===== src/rfoc_pkg.sv =====
// Purpose: shared constants and types of the rail fault and offset control block
// Assumes: 250 MHz clock; analog levels arrive as digital codes from pin converters
// Notes: voltages in mV, current monitor in quarter-mV units
package rfoc_pkg;
  // ----------------------------------------
  // clock and timing
  // ----------------------------------------
  localparam int CLK_MHZ = 250;
  localparam int OV_DELAY_NS = 1000;
  localparam int UV_DELAY_NS = 3000;
  localparam int SUPPLY_LOCKOUT_DELAY_NS = 3000;
  localparam logic [9:0] OV_CYCLES = 10'(OV_DELAY_NS * CLK_MHZ / 1000);
  localparam logic [9:0] UV_CYCLES = 10'(UV_DELAY_NS * CLK_MHZ / 1000);
  localparam logic [9:0] SUPPLY_LOCKOUT_CYCLES = 10'(SUPPLY_LOCKOUT_DELAY_NS * CLK_MHZ / 1000);
  localparam logic [2:0] DYNAMIC_VOLTAGE_STEP_PULSES = 3'h4;
  // ----------------------------------------
  // analog thresholds
  // ----------------------------------------
  localparam logic [12:0] OV_FLOOR_MV = 13'h0384;
  localparam logic [12:0] OV_MARGIN_MV = 13'h0145;
  localparam logic [12:0] UV_MARGIN_MV = 13'h01F4;
  localparam logic [11:0] OFS_MIN_MV = 12'h12C;
  localparam logic signed [12:0] OFS_BIAS_MV = 13'sh04B0;
  localparam logic [13:0] CURRENT_MONITOR_NODE_LSB_Q = 14'h0019;
  localparam logic [8:0] CURRENT_MONITOR_NODE_LEVELS = 9'h1FF;
  // ----------------------------------------
  // register map and reset values
  // ----------------------------------------
  localparam logic [7:0] REG_CTRL = 8'h00;
  localparam logic [7:0] REG_TDC = 8'h04;
  localparam logic [7:0] REG_SPIKE = 8'h08;
  localparam logic [7:0] REG_TRIG = 8'h0C;
  localparam logic [7:0] REG_ACT = 8'h10;
  localparam logic [7:0] REG_STAT = 8'h14;
  localparam logic [7:0] REG_IOUT = 8'h18;
  localparam logic [7:0] REG_OFS = 8'h1C;
  localparam logic [7:0] ONTIME_RST = 8'h40;
  localparam logic [1:0] PHASES_RST = 2'h3;
  localparam logic [8:0] TDC_RST = 9'h1C0;
  localparam logic [8:0] SPIKE_RST = 9'h1F0;
  localparam logic [15:0] TRIG_RST = 16'h0100;
  localparam logic [15:0] ACT_RST = 16'h0100;
  // ----------------------------------------
  // types
  // ----------------------------------------
  typedef enum logic [2:0] {
    RFOC_RUN = 3'b001,
    RFOC_CLAMP = 3'b010,
    RFOC_OFF = 3'b100
  } rfoc_fault_t;
  typedef struct packed {
    logic enable;
    logic supplyOk;
    logic coreSel;
    logic nbSel;
    logic strapA;
    logic strapB;
    logic dvidUp;
    logic dvidDown;
    logic lightLoad;
    logic pwmPulse;
    logic fastDet;
    logic diodeEm;
    logic senseNeg;
    logic [11:0] senseMv;
    logic [11:0] refMv;
    logic [11:0] coreOfsMv;
    logic [11:0] nbOfsMv;
    logic [13:0] imonQ;
    logic [8:0] peakLevel;
  } rfoc_pins_t;
  typedef struct packed {
    rfoc_pins_t s1;
    rfoc_pins_t s2;
    rfoc_pins_t prev;
    rfoc_fault_t fault;
    logic signed [12:0] coreOfs;
    logic signed [12:0] nbOfs;
    logic [1:0] phases;
    logic lsBlock;
    logic [2:0] pulseCnt;
    logic [8:0] iout;
    logic [15:0] tdcCnt;
    logic [15:0] actCnt;
    logic ocAlert;
    logic ocShut;
    logic [9:0] ovCnt;
    logic [9:0] uvCnt;
    logic [9:0] uvloCnt;
    logic ovLatch;
    logic uvLatch;
    logic supply_lockout;
    logic nvGuard;
    logic boost;
    logic [7:0] onCnt;
    logic [7:0] onTime;
    logic [1:0] phasesReq;
    logic [8:0] tdcThr;
    logic [8:0] spikeThr;
    logic [15:0] trigDelay;
    logic [15:0] actDelay;
    logic wrPend;
    logic [7:0] wrAddr;
    logic [31:0] rdata;
  } rfoc_state_t;
endpackage


===== src/rfoc_rail_fault.sv =====
// Purpose: supervisory logic of a multiphase core rail controller
// Assumes: pin levels and converter codes are asynchronous and are synchronised here
// Notes: registers over AHB-Lite, zero wait states, always OKAY
// Summary of operation
// - select bits low: sampled initial offset only
// - select bits high: continuous offset, input minus 1.2V
// - sample offset at enable rise; below 0.3V zero
// - sample above 0.3V gives input minus 1.2V
// - core and north-bridge offsets from separate inputs
// - step up forces three phases; down holds
// - step compensation decoded from both straps
// - light-load step down blocks low side, 4 pulses
// - ramp from strap A, changes in diode emulation
// - monitor voltage to 511 levels of 6.25 mV
// - fast transient gives one on-time boost pulse
// - sustained overcurrent needs continuous trigger delay
// - peak overcurrent trips with no delay
// - any trip asserts alert, then action delay
// - still above after delay: all switches off
// - overvoltage above floor or reference plus 325mV
// - overvoltage latched: low side on, high off
// - overvoltage persists 1us; shuts other rail down
// - negative sense under overvoltage turns low side off
// - 500mV under reference for 3us: all off
// - supply low 3us: all switches forced off
//
// The implementer's own choices: the AHB-Lite slave port and the placing of the registers.
`timescale 1ns/1ps
module rfoc_rail_fault
  import rfoc_pkg::*;
#(
  parameter int PHASES = 3
) (
  input wire logic clock,
  input wire logic rst_n,
  input wire logic hsel,
  input wire logic [31:0] haddr,
  input wire logic [1:0] htrans,
  input wire logic hwrite,
  input wire logic [2:0] hsize,
  input wire logic [31:0] hwdata,
  input wire logic hready,
  output logic hreadyout,
  output logic hresp,
  output logic [31:0] hrdata,
  input wire rfoc_pins_t pins,
  output logic [PHASES-1:0] highSideEnable,
  output logic [PHASES-1:0] lowSideEnable,
  output logic [1:0] phaseCount,
  output logic signed [12:0] coreOffset,
  output logic signed [12:0] nbOffset,
  output logic [1:0] dvidComp,
  output logic [1:0] rampSelect,
  output logic boostPulse,
  output logic overcurrentAlert_n,
  output logic otherRailShutdown
);
  // ----------------------------------------
  // state
  // ----------------------------------------
  rfoc_state_t st;
  rfoc_state_t next_st;
  logic enRise;
  logic enOn;
  logic ovCond;
  logic uvCond;
  logic sustTrip;
  logic peakTrip;
  logic above;
  logic [13:0] level;
  logic [31:0] rmux;

  assign enOn = st.s2.enable;
  assign enRise = st.s2.enable & ~st.prev.enable;

  always_comb begin
    next_st = st;
    // two-stage synchroniser and edge history
    next_st.s1 = pins;
    next_st.s2 = st.s1;
    next_st.prev = st.s2;

    // offsets
    if (st.s2.coreSel) begin
      next_st.coreOfs = $signed({1'b0, st.s2.coreOfsMv}) - OFS_BIAS_MV;
    end else if (enRise) begin
      if (st.s2.coreOfsMv < OFS_MIN_MV) begin
        next_st.coreOfs = '0;
      end else begin
        next_st.coreOfs = $signed({1'b0, st.s2.coreOfsMv}) - OFS_BIAS_MV;
      end
    end else if (!enOn) begin
      next_st.coreOfs = '0;
    end
    if (st.s2.nbSel) begin
      next_st.nbOfs = $signed({1'b0, st.s2.nbOfsMv}) - OFS_BIAS_MV;
    end else if (enRise) begin
      if (st.s2.nbOfsMv < OFS_MIN_MV) begin
        next_st.nbOfs = '0;
      end else begin
        next_st.nbOfs = $signed({1'b0, st.s2.nbOfsMv}) - OFS_BIAS_MV;
      end
    end else if (!enOn) begin
      next_st.nbOfs = '0;
    end

    // phase configuration and light-load step down
    if (st.s2.dvidUp && !st.prev.dvidUp) begin
      next_st.phases = 2'h3;
    end else if (st.s2.dvidDown && !st.prev.dvidDown) begin
      next_st.phases = st.phases;
    end else if (st.phasesReq != st.phases && !st.s2.dvidUp) begin
      next_st.phases = st.phasesReq;
    end
    if (st.lsBlock && st.s2.pwmPulse && !st.prev.pwmPulse) begin
      next_st.pulseCnt = st.pulseCnt + 3'h1;
      if (st.pulseCnt == DYNAMIC_VOLTAGE_STEP_PULSES - 3'h1) begin
        next_st.lsBlock = 1'b0;
      end
    end
    if (st.s2.dvidDown && !st.prev.dvidDown && st.s2.lightLoad) begin
      next_st.lsBlock = 1'b1;
      next_st.pulseCnt = '0;
    end

    // current monitor conversion
    level = st.s2.imonQ / CURRENT_MONITOR_NODE_LSB_Q;
    next_st.iout = (level > 14'(CURRENT_MONITOR_NODE_LEVELS)) ? CURRENT_MONITOR_NODE_LEVELS : level[8:0];

    // fast transient boost pulse
    if (st.boost) begin
      if (st.onCnt == 8'h00) begin
        next_st.boost = 1'b0;
      end else begin
        next_st.onCnt = st.onCnt - 8'h01;
      end
    end else if (st.s2.fastDet && !st.prev.fastDet) begin
      next_st.boost = 1'b1;
      next_st.onCnt = (st.onTime == 8'h00) ? 8'h00 : st.onTime - 8'h01;
    end

    // dual overcurrent
    if (st.iout > st.tdcThr) begin
      if (st.tdcCnt != 16'hFFFF) begin
        next_st.tdcCnt = st.tdcCnt + 16'h0001;
      end
    end else begin
      next_st.tdcCnt = '0;
    end
    sustTrip = (st.iout > st.tdcThr) && (st.tdcCnt >= st.trigDelay);
    peakTrip = st.s2.peakLevel > st.spikeThr;
    above = (st.iout > st.tdcThr) || peakTrip;
    if (st.ocAlert) begin
      if (st.actCnt >= st.actDelay) begin
        if (above) begin
          next_st.ocShut = 1'b1;
        end else if (!st.ocShut) begin
          next_st.ocAlert = 1'b0;
        end
      end else begin
        next_st.actCnt = st.actCnt + 16'h0001;
      end
    end else if (sustTrip || peakTrip) begin
      next_st.ocAlert = 1'b1;
      next_st.actCnt = '0;
    end

    // overvoltage, undervoltage, negative voltage
    if (st.s2.refMv < OV_FLOOR_MV[11:0]) begin
      ovCond = {1'b0, st.s2.senseMv} > OV_FLOOR_MV + OV_MARGIN_MV;
    end else begin
      ovCond = {1'b0, st.s2.senseMv} > {1'b0, st.s2.refMv} + OV_MARGIN_MV;
    end
    uvCond = {1'b0, st.s2.senseMv} + UV_MARGIN_MV < {1'b0, st.s2.refMv};
    next_st.ovCnt = (ovCond && st.ovCnt != OV_CYCLES) ? st.ovCnt + 10'h001 : '0;
    if (ovCond && st.ovCnt == OV_CYCLES - 10'h001) begin
      next_st.ovLatch = 1'b1;
    end
    next_st.uvCnt = (uvCond && st.uvCnt != UV_CYCLES) ? st.uvCnt + 10'h001 : '0;
    if (uvCond && st.uvCnt == UV_CYCLES - 10'h001) begin
      next_st.uvLatch = 1'b1;
    end
    next_st.nvGuard = st.ovLatch && st.s2.senseNeg;
    if (!st.s2.supplyOk) begin
      if (st.uvloCnt != SUPPLY_LOCKOUT_CYCLES) begin
        next_st.uvloCnt = st.uvloCnt + 10'h001;
      end
      if (st.uvloCnt == SUPPLY_LOCKOUT_CYCLES - 10'h001) begin
        next_st.supply_lockout = 1'b1;
      end
    end else begin
      next_st.uvloCnt = '0;
      next_st.supply_lockout = 1'b0;
    end

    // enable low clears the fault latches
    if (!enOn) begin
      next_st.ovLatch = 1'b0;
      next_st.uvLatch = 1'b0;
      next_st.nvGuard = 1'b0;
      next_st.ocAlert = 1'b0;
      next_st.ocShut = 1'b0;
      next_st.ovCnt = '0;
      next_st.uvCnt = '0;
      next_st.tdcCnt = '0;
      next_st.lsBlock = 1'b0;
    end

    if (st.supply_lockout || st.uvLatch || st.ocShut) begin
      next_st.fault = RFOC_OFF;
    end else if (st.ovLatch) begin
      next_st.fault = RFOC_CLAMP;
    end else begin
      next_st.fault = RFOC_RUN;
    end

    // ----------------------------------------
    // AHB-Lite slave
    // ----------------------------------------
    if (st.wrPend) begin
      unique case (st.wrAddr)
        REG_CTRL: begin
          next_st.onTime = hwdata[7:0];
          next_st.phasesReq = hwdata[9:8];
        end
        REG_TDC: next_st.tdcThr = hwdata[8:0];
        REG_SPIKE: next_st.spikeThr = hwdata[8:0];
        REG_TRIG: next_st.trigDelay = hwdata[15:0];
        REG_ACT: next_st.actDelay = hwdata[15:0];
        default: next_st.wrPend = 1'b0;
      endcase
    end
    next_st.wrPend = hsel && htrans[1] && hready && hwrite;
    next_st.wrAddr = haddr[7:0];
    rmux = '0;
    unique case (haddr[7:0])
      REG_CTRL: rmux = {22'h0, next_st.phasesReq, next_st.onTime};
      REG_TDC: rmux = {23'h0, next_st.tdcThr};
      REG_SPIKE: rmux = {23'h0, next_st.spikeThr};
      REG_TRIG: rmux = {16'h0, next_st.trigDelay};
      REG_ACT: rmux = {16'h0, next_st.actDelay};
      REG_STAT: rmux = {21'h0, st.phases, st.fault, st.supply_lockout, st.nvGuard,
                        st.uvLatch, st.ovLatch, st.ocShut, st.ocAlert};
      REG_IOUT: rmux = {23'h0, st.iout};
      REG_OFS: rmux = {3'h0, st.nbOfs, 3'h0, st.coreOfs};
      default: rmux = '0;
    endcase
    if (hsel && htrans[1] && hready && !hwrite) begin
      next_st.rdata = rmux;
    end
  end

  always_ff @(posedge clock or negedge rst_n) begin
    if (!rst_n) begin
      st <= '0;
      st.fault <= RFOC_RUN;
      st.onTime <= ONTIME_RST;
      st.phasesReq <= PHASES_RST;
      st.phases <= PHASES_RST;
      st.tdcThr <= TDC_RST;
      st.spikeThr <= SPIKE_RST;
      st.trigDelay <= TRIG_RST;
      st.actDelay <= ACT_RST;
    end else begin
      st <= next_st;
    end
  end

  // ----------------------------------------
  // outputs
  // ----------------------------------------
  assign hreadyout = 1'b1;
  assign hresp = 1'b0;
  assign hrdata = st.rdata;
  assign phaseCount = st.phases;
  assign coreOffset = st.coreOfs;
  assign nbOffset = st.nbOfs;
  assign dvidComp = {st.s2.strapB, st.s2.strapA};
  assign rampSelect = {st.s2.diodeEm, st.s2.strapA};
  assign boostPulse = st.boost;
  assign overcurrentAlert_n = ~st.ocAlert;
  assign otherRailShutdown = st.ovLatch | st.uvLatch;

  genvar g;
  generate
    for (g = 0; g < PHASES; g++) begin : gPhase
      logic act;
      assign act = enOn && (g < int'(st.phases));
      assign highSideEnable[g] = act && st.fault == RFOC_RUN;
      assign lowSideEnable[g] = act && ((st.fault == RFOC_RUN && !st.lsBlock) ||
                                 (st.fault == RFOC_CLAMP && !st.nvGuard));
    end
  endgenerate
endmodule


===== config.mk =====
export PLATFORM = sky130hd
export DESIGN_NAME = rfoc_rail_fault
export DESIGN_NICKNAME = d
export VERILOG_FILES = /design/src/rfoc_pkg.sv /design/src/rfoc_rail_fault.sv
export SDC_FILE = /design/constraint.sdc
export NUM_CORES = 1
export LEC_CHECK = 0
export BUFFER_PORTS_ARGS = -buffer_cell sky130_fd_sc_hd__buf_2
export CORE_MARGIN = 3
export CORE_UTILIZATION = 35
export CTS_BUF_LIST = sky130_fd_sc_hd__clkbuf_4
export DETAILED_ROUTE_END_ITERATION = 16
export GPL_ROUTABILITY_DRIVEN = 0
export GPL_TIMING_DRIVEN = 1
export PLACE_DENSITY = 0.63
export SLEW_MARGIN = 15
export SYNTH_ARGS = -nofsm -noshare
export SYNTH_HDL_FRONTEND = slang
export SYNTH_SLANG_ARGS = --single-unit

===== constraint.sdc =====
create_clock -name clock -period 7.9 [get_ports clock]
set_input_delay 1.58 -clock clock [delete_from_list [all_inputs] [get_ports clock]]
set_output_delay 1.58 -clock clock [all_outputs]
set_load 0.005 [all_outputs]

## Word-level counts from Yosys, hierarchy flattened

Index checks and enable logic that the tools add are counted.

| cells by class | value |
|---|---|
| equality and inequality tests | 35 |
| muxes and demuxes | 53 |
| div/mod/pow operators | 1 |
| add/sub/neg operators | 12 |
| order comparisons | 14 |
| reductions and logical operators | 57 |
| bitwise logic cells | 4 |

Operators with widths:

| kind | count |
|---|---|
| $pmux 29 s8 | 1 |
| $mux 16 | 6 |
| $mux 13 | 7 |
| $mux 61 | 1 |
| $mux 10 | 5 |
| $mux 9 | 5 |
| $eq 8x5->1 const B | 5 |
| $mux 17 | 2 |
| $add 16x1->16 const B | 2 |
| $eq 8x4->1 const B | 4 |
| $ge 16x16->1 | 2 |
| $logic_not 8->1 | 4 |
| $add 10x1->10 const B | 3 |
| $logic_and 1x1->1 | 28 |
| $add 12x9->13 const B | 2 |
| $sub 12x11->13 const B | 2 |
| $lt 12x9->1 const B | 2 |
| $mux 22 | 1 |
| $eq 10x10->1 const B | 2 |
| $ne 10x10->1 const B | 2 |
| $gt 9x9->1 | 2 |
| $eq 8x3->1 const B | 2 |
| $mux 8 | 2 |
| $ne 16x16->1 const B | 1 |
| 32 further kinds | 83 |

| word-level totals | value |
|---|---|
| flip-flop bits (word level) | 395 |
| word-level logic and storage cells | 248 |
| input bits | 158 |

## Logic depth before layout (Yosys ltp)

| logic depth | value |
|---|---|
| depth in word-level cells | 6 |
| gate-level depth with buffers | 31 |

## Least setup slack after synthesis

OpenSTA, ideal clock, no wires.

| path | value |
|---|---|
| path type | reg2reg |
| start point | reg st, in the netlist next_st[240] |
| end point | reg st[178] (netlist name) |
| arrival time | 6.256 ns |
| required time | 7.768 ns |
| cell stages (with the launch flop) | 31 |
| setup time | 0.132 ns |
| path slack | 1.511 ns |
| cell sequence | dfrtp_1 buf_6 buf_2 or2_1 o21ai_2 o211ai_1 o32a_1 nand3_1 mux2_2 or2_1 buf_6 a31o_2 or3_1 buf_2 and4_4 o211ai_2 or3b_4 a211oi_2 o31a_1 buf_6 xnor2_4 inv_1 ha_1 clkbuf_1 maj3_1 mux2_2 o21ai_0 nor3_1 mux2_2 o21bai_1 o211ai_1 |

RTL lines:

| element | line | source |
|---|---|---|
| from (decl) | rfoc_rail_fault.sv:61 | `rfoc_state_t st;` |
| from (signal assigned) | rfoc_rail_fault.sv:265 | `st <= next_st;` |

==> flow_summary.toml <==
[worst_setup_path]
cp.arrival_ns = 8.10
cp_max_fo = 25
crit_type = "register to register"
path_common_cell = "mux2_2"
critPathSlowestCell = "dfrtp_1"
start_kind = "register"
worstPathCellList = "and2_1 -> mux2_2 -> o211a_4 -> o31ai_1 -> a21boi_0 -> mux2_2 -> or2_1 -> a31o_2 -> or3_1 -> o221ai_2 -> nor4_1 -> or3b_4 -> a211oi_2 -> o31a_1 -> xnor2_4 -> inv_1 -> ha_1 -> maj3_1 -> mux2_2 -> o21ai_0 -> nor3_1 -> mux2_2 -> o21bai_1 -> o211ai_1"
cp-end-kind = "register"
worst-endpoint-required_ns = 8.59
crit_path_max_incr_delay_ns = 0.78

[timing]
rsz0062_at_grt = "no"
fin_crit_sh_pct = 93.7
fmax_mhz = 135
fin_crit_ns = 7.40
slew_headroom_pct = 26.8
slew_violations = 0
skew_ns = 0.0704
tns_ns = 0
finalHoldViolCount = 0
setup_viol = 0
timing_worst_slew_pin_value_ns = 1.09

[clocking]
hold_buffers = 0
clkSinkCount = 392
post_cts_buffers = 0
cts_made_buffers = 104
clkLatencyLatePin_ns = 0.87
cts_resized = 0
path_clk_slew_ns = 0.06
cts_tree = "done"
ctsLongestPathBuffers = 3
cts_root_buffer = "clkbuf_4"
htreeDepth = 3

[logic_synthesis]
syn_area_per_cell_um2 = 10.5
yosys.cell_count.top_type = "dfrtp_1"
yosysUniqueCellTypes = 99
ys_warn_count = 0
netlist_top_cells_area = "dfrtp_1, ha_1, mux2_2"
async_reset_ff_share_pct = 100
yosysTopAreaCellShare_pct = 48.7
yosysSeqAreaShare_pct = 50.9
synth_edf_count = 0
synthCells = 1832
syn-cell-area_mm2 = 0.0193
synth-main-ff-cell = "dfrtp_1"
ys_seq_elements = 392
yosys.area.top_type = "dfrtp_1"
synth_common_cells = "dfrtp_1, nand2_1, nor2_1"

[global_routing]
grt_max_degree = 184
grt_pass1_wl_mm = 74.2
antenna_found_initial = 2
grt_pass1_vias = 14200
overflow = 0
grt_usage_pct = 16.2

[floorplanning]
dieArea_mm2 = 0.0580
ioPinCount = 233
fp.dieH_um = 241
start_util_pct = 35.6
die_w_um = 241
fp.coreArea_mm2 = 0.0542
rows = 85

[drt]
antenna_left = 0
vias_per_cell = 5.11
via_count = 14300
dr.pass1.iters = 6
routed_wl_mm = 47.0
route.detailed.drc = 0
avgRoutedWirePerCell_um = 16.8
drt-initial-drc-count = 970

[placement]
dp.cells = 2608
hpwl_mm = 34.6
io_buffers = 183

[cells_and_area]
nNetsFinal = 2275
layout.area.seq_mm2 = 0.00983
drive_gt1_share_pct = 22.9
fill_cells = 5283
multi_input_area_mm2 = 0.00833
finalNonFillerCells = 2799
areaGrowthSynthToFinish_pct = 13.5

[status]
status = "finished clean"

[pwr]
irDropWorstVdd_mv = 0.112
p_leak_nw = 10.5
powerDensity_mw_per_mm2 = 238

[flow_run]
cap_violations = 0

[worst_hold_path]
hold_path_class = "register to register"
==> placed cells by master, fill, tap and decap left out, types with 17 or more instances in the layout <==
cell type and instances:
ha_1 99, or3_1 17, a21oi_1 61, nand2b_1 29, mux2_2 59, dfrtp_1 376, xnor2_1 45, clkinv_1 20
a21o_1 32, nand3_1 50, nor2_1 123, nor2b_1 28, nand2_1 172, buf_2 182, and3_1 21, inv_1 116
clkbuf_4 157, a22o_1 29, nor3_1 26, o21ai_0 110, xor2_1 37
==> power by group <==
part           total [W]  switching, W  internal (W)
Combinational    0.00110      0.000636      0.000464
Clock            0.00188      0.000841       0.00104
Sequential       0.00225      0.000112       0.00213
==> path summary, 6_finish.rpt <==
path	from	end	slack, ns	cells past startpoint
max in group asynchronous	rst_n	next_st[237]	5.78	2
max reg2reg	next_st[244]	st[178]	0.50	24
min in group asynchronous	rst_n	next_st[384]	0.69	1
min	next_st[361]	next_st[277]	0.32	0
min reg2reg	next_st[361]	next_st[277]	0.32	0
max	next_st[244]	st[178]	0.50	24
==> stage by stage <==
| step | cell area [µm²] | power (W) | utilization, % | hold slack [ns] | setup WS, ns |
|---|---|---|---|---|---|
| after floorplan | 19300 | 0.00309 | - | 0.331 | 1.51 |
| final | 21900 | 0.00523 | 40.4 | 0.316 | 0.496 |
| after global routing | 21900 | 0.00557 | 40.4 | 0.315 | 0.0491 |
| after global placement | 20500 | 0.00334 | 37.8 | 0.332 | 0.789 |
| after CTS | 21900 | 0.00532 | 40.4 | 0.304 | 0.618 |
| after detailed placement | 20500 | 0.00338 | 37.8 | 0.335 | 0.635 |
==> layer usage <==
metal	GRT usage, %	part of all wire [%]	vias to the layer above
li1	-	-	6820
met1	21.7	45	6969
met2	25.7	46	417
met3	4.03	6.7	95
met4	6.01	2.8	0
met5	0	0	-
==> logic make-up (layout without fill, tap and decap cells) <==
kind of cell | Yosys count | after routing | share of synthesized area [%]
simple gates | 552 | 552 | 14.2
compound gates | 395 | 395 | 14.3
flops | 392 | 392 | 50.9
buf+inv | 235 | 500 | 6.07
fa+ha+maj | 104 | 104 | 6.68
xor+xnor | 83 | 83 | 3.86
mux | 69 | 69 | 4.02
other cells | 2 | 8 | 0.0389
==> cell type report <==
class | count | area share [%]
sequential | 392 | 44.8
multi-input combinational | 1208 | 38.0
clock buffer | 157 | 5.37
timing repair buffer | 195 | 4.69
tap | 696 | 3.97
inverter | 117 | 2.00
clock inverter | 31 | 1.11
antenna | 3 | 0.0342
==> flip-flops by register name (all words and copies together), names as in the netlist <==
register    cells
rampSelect      1
boostPulse      1
hrdata         29
enOn            1
st            166
dvidComp        2
phaseCount      2
coreOffset     13
next_st       164
nbOffset       13
==> critical path: cells and delay by family, from the launching register on <==
kind            cells  cell delay (ns)
compound gates     10             2.63
simple gates        6             1.60
mux                 4             1.33
flops               1             0.78
fa+ha+maj           2             0.68
xor+xnor            1             0.17
buf+inv             1             0.11
No activity file was read; power rests on OpenSTA's default activity.
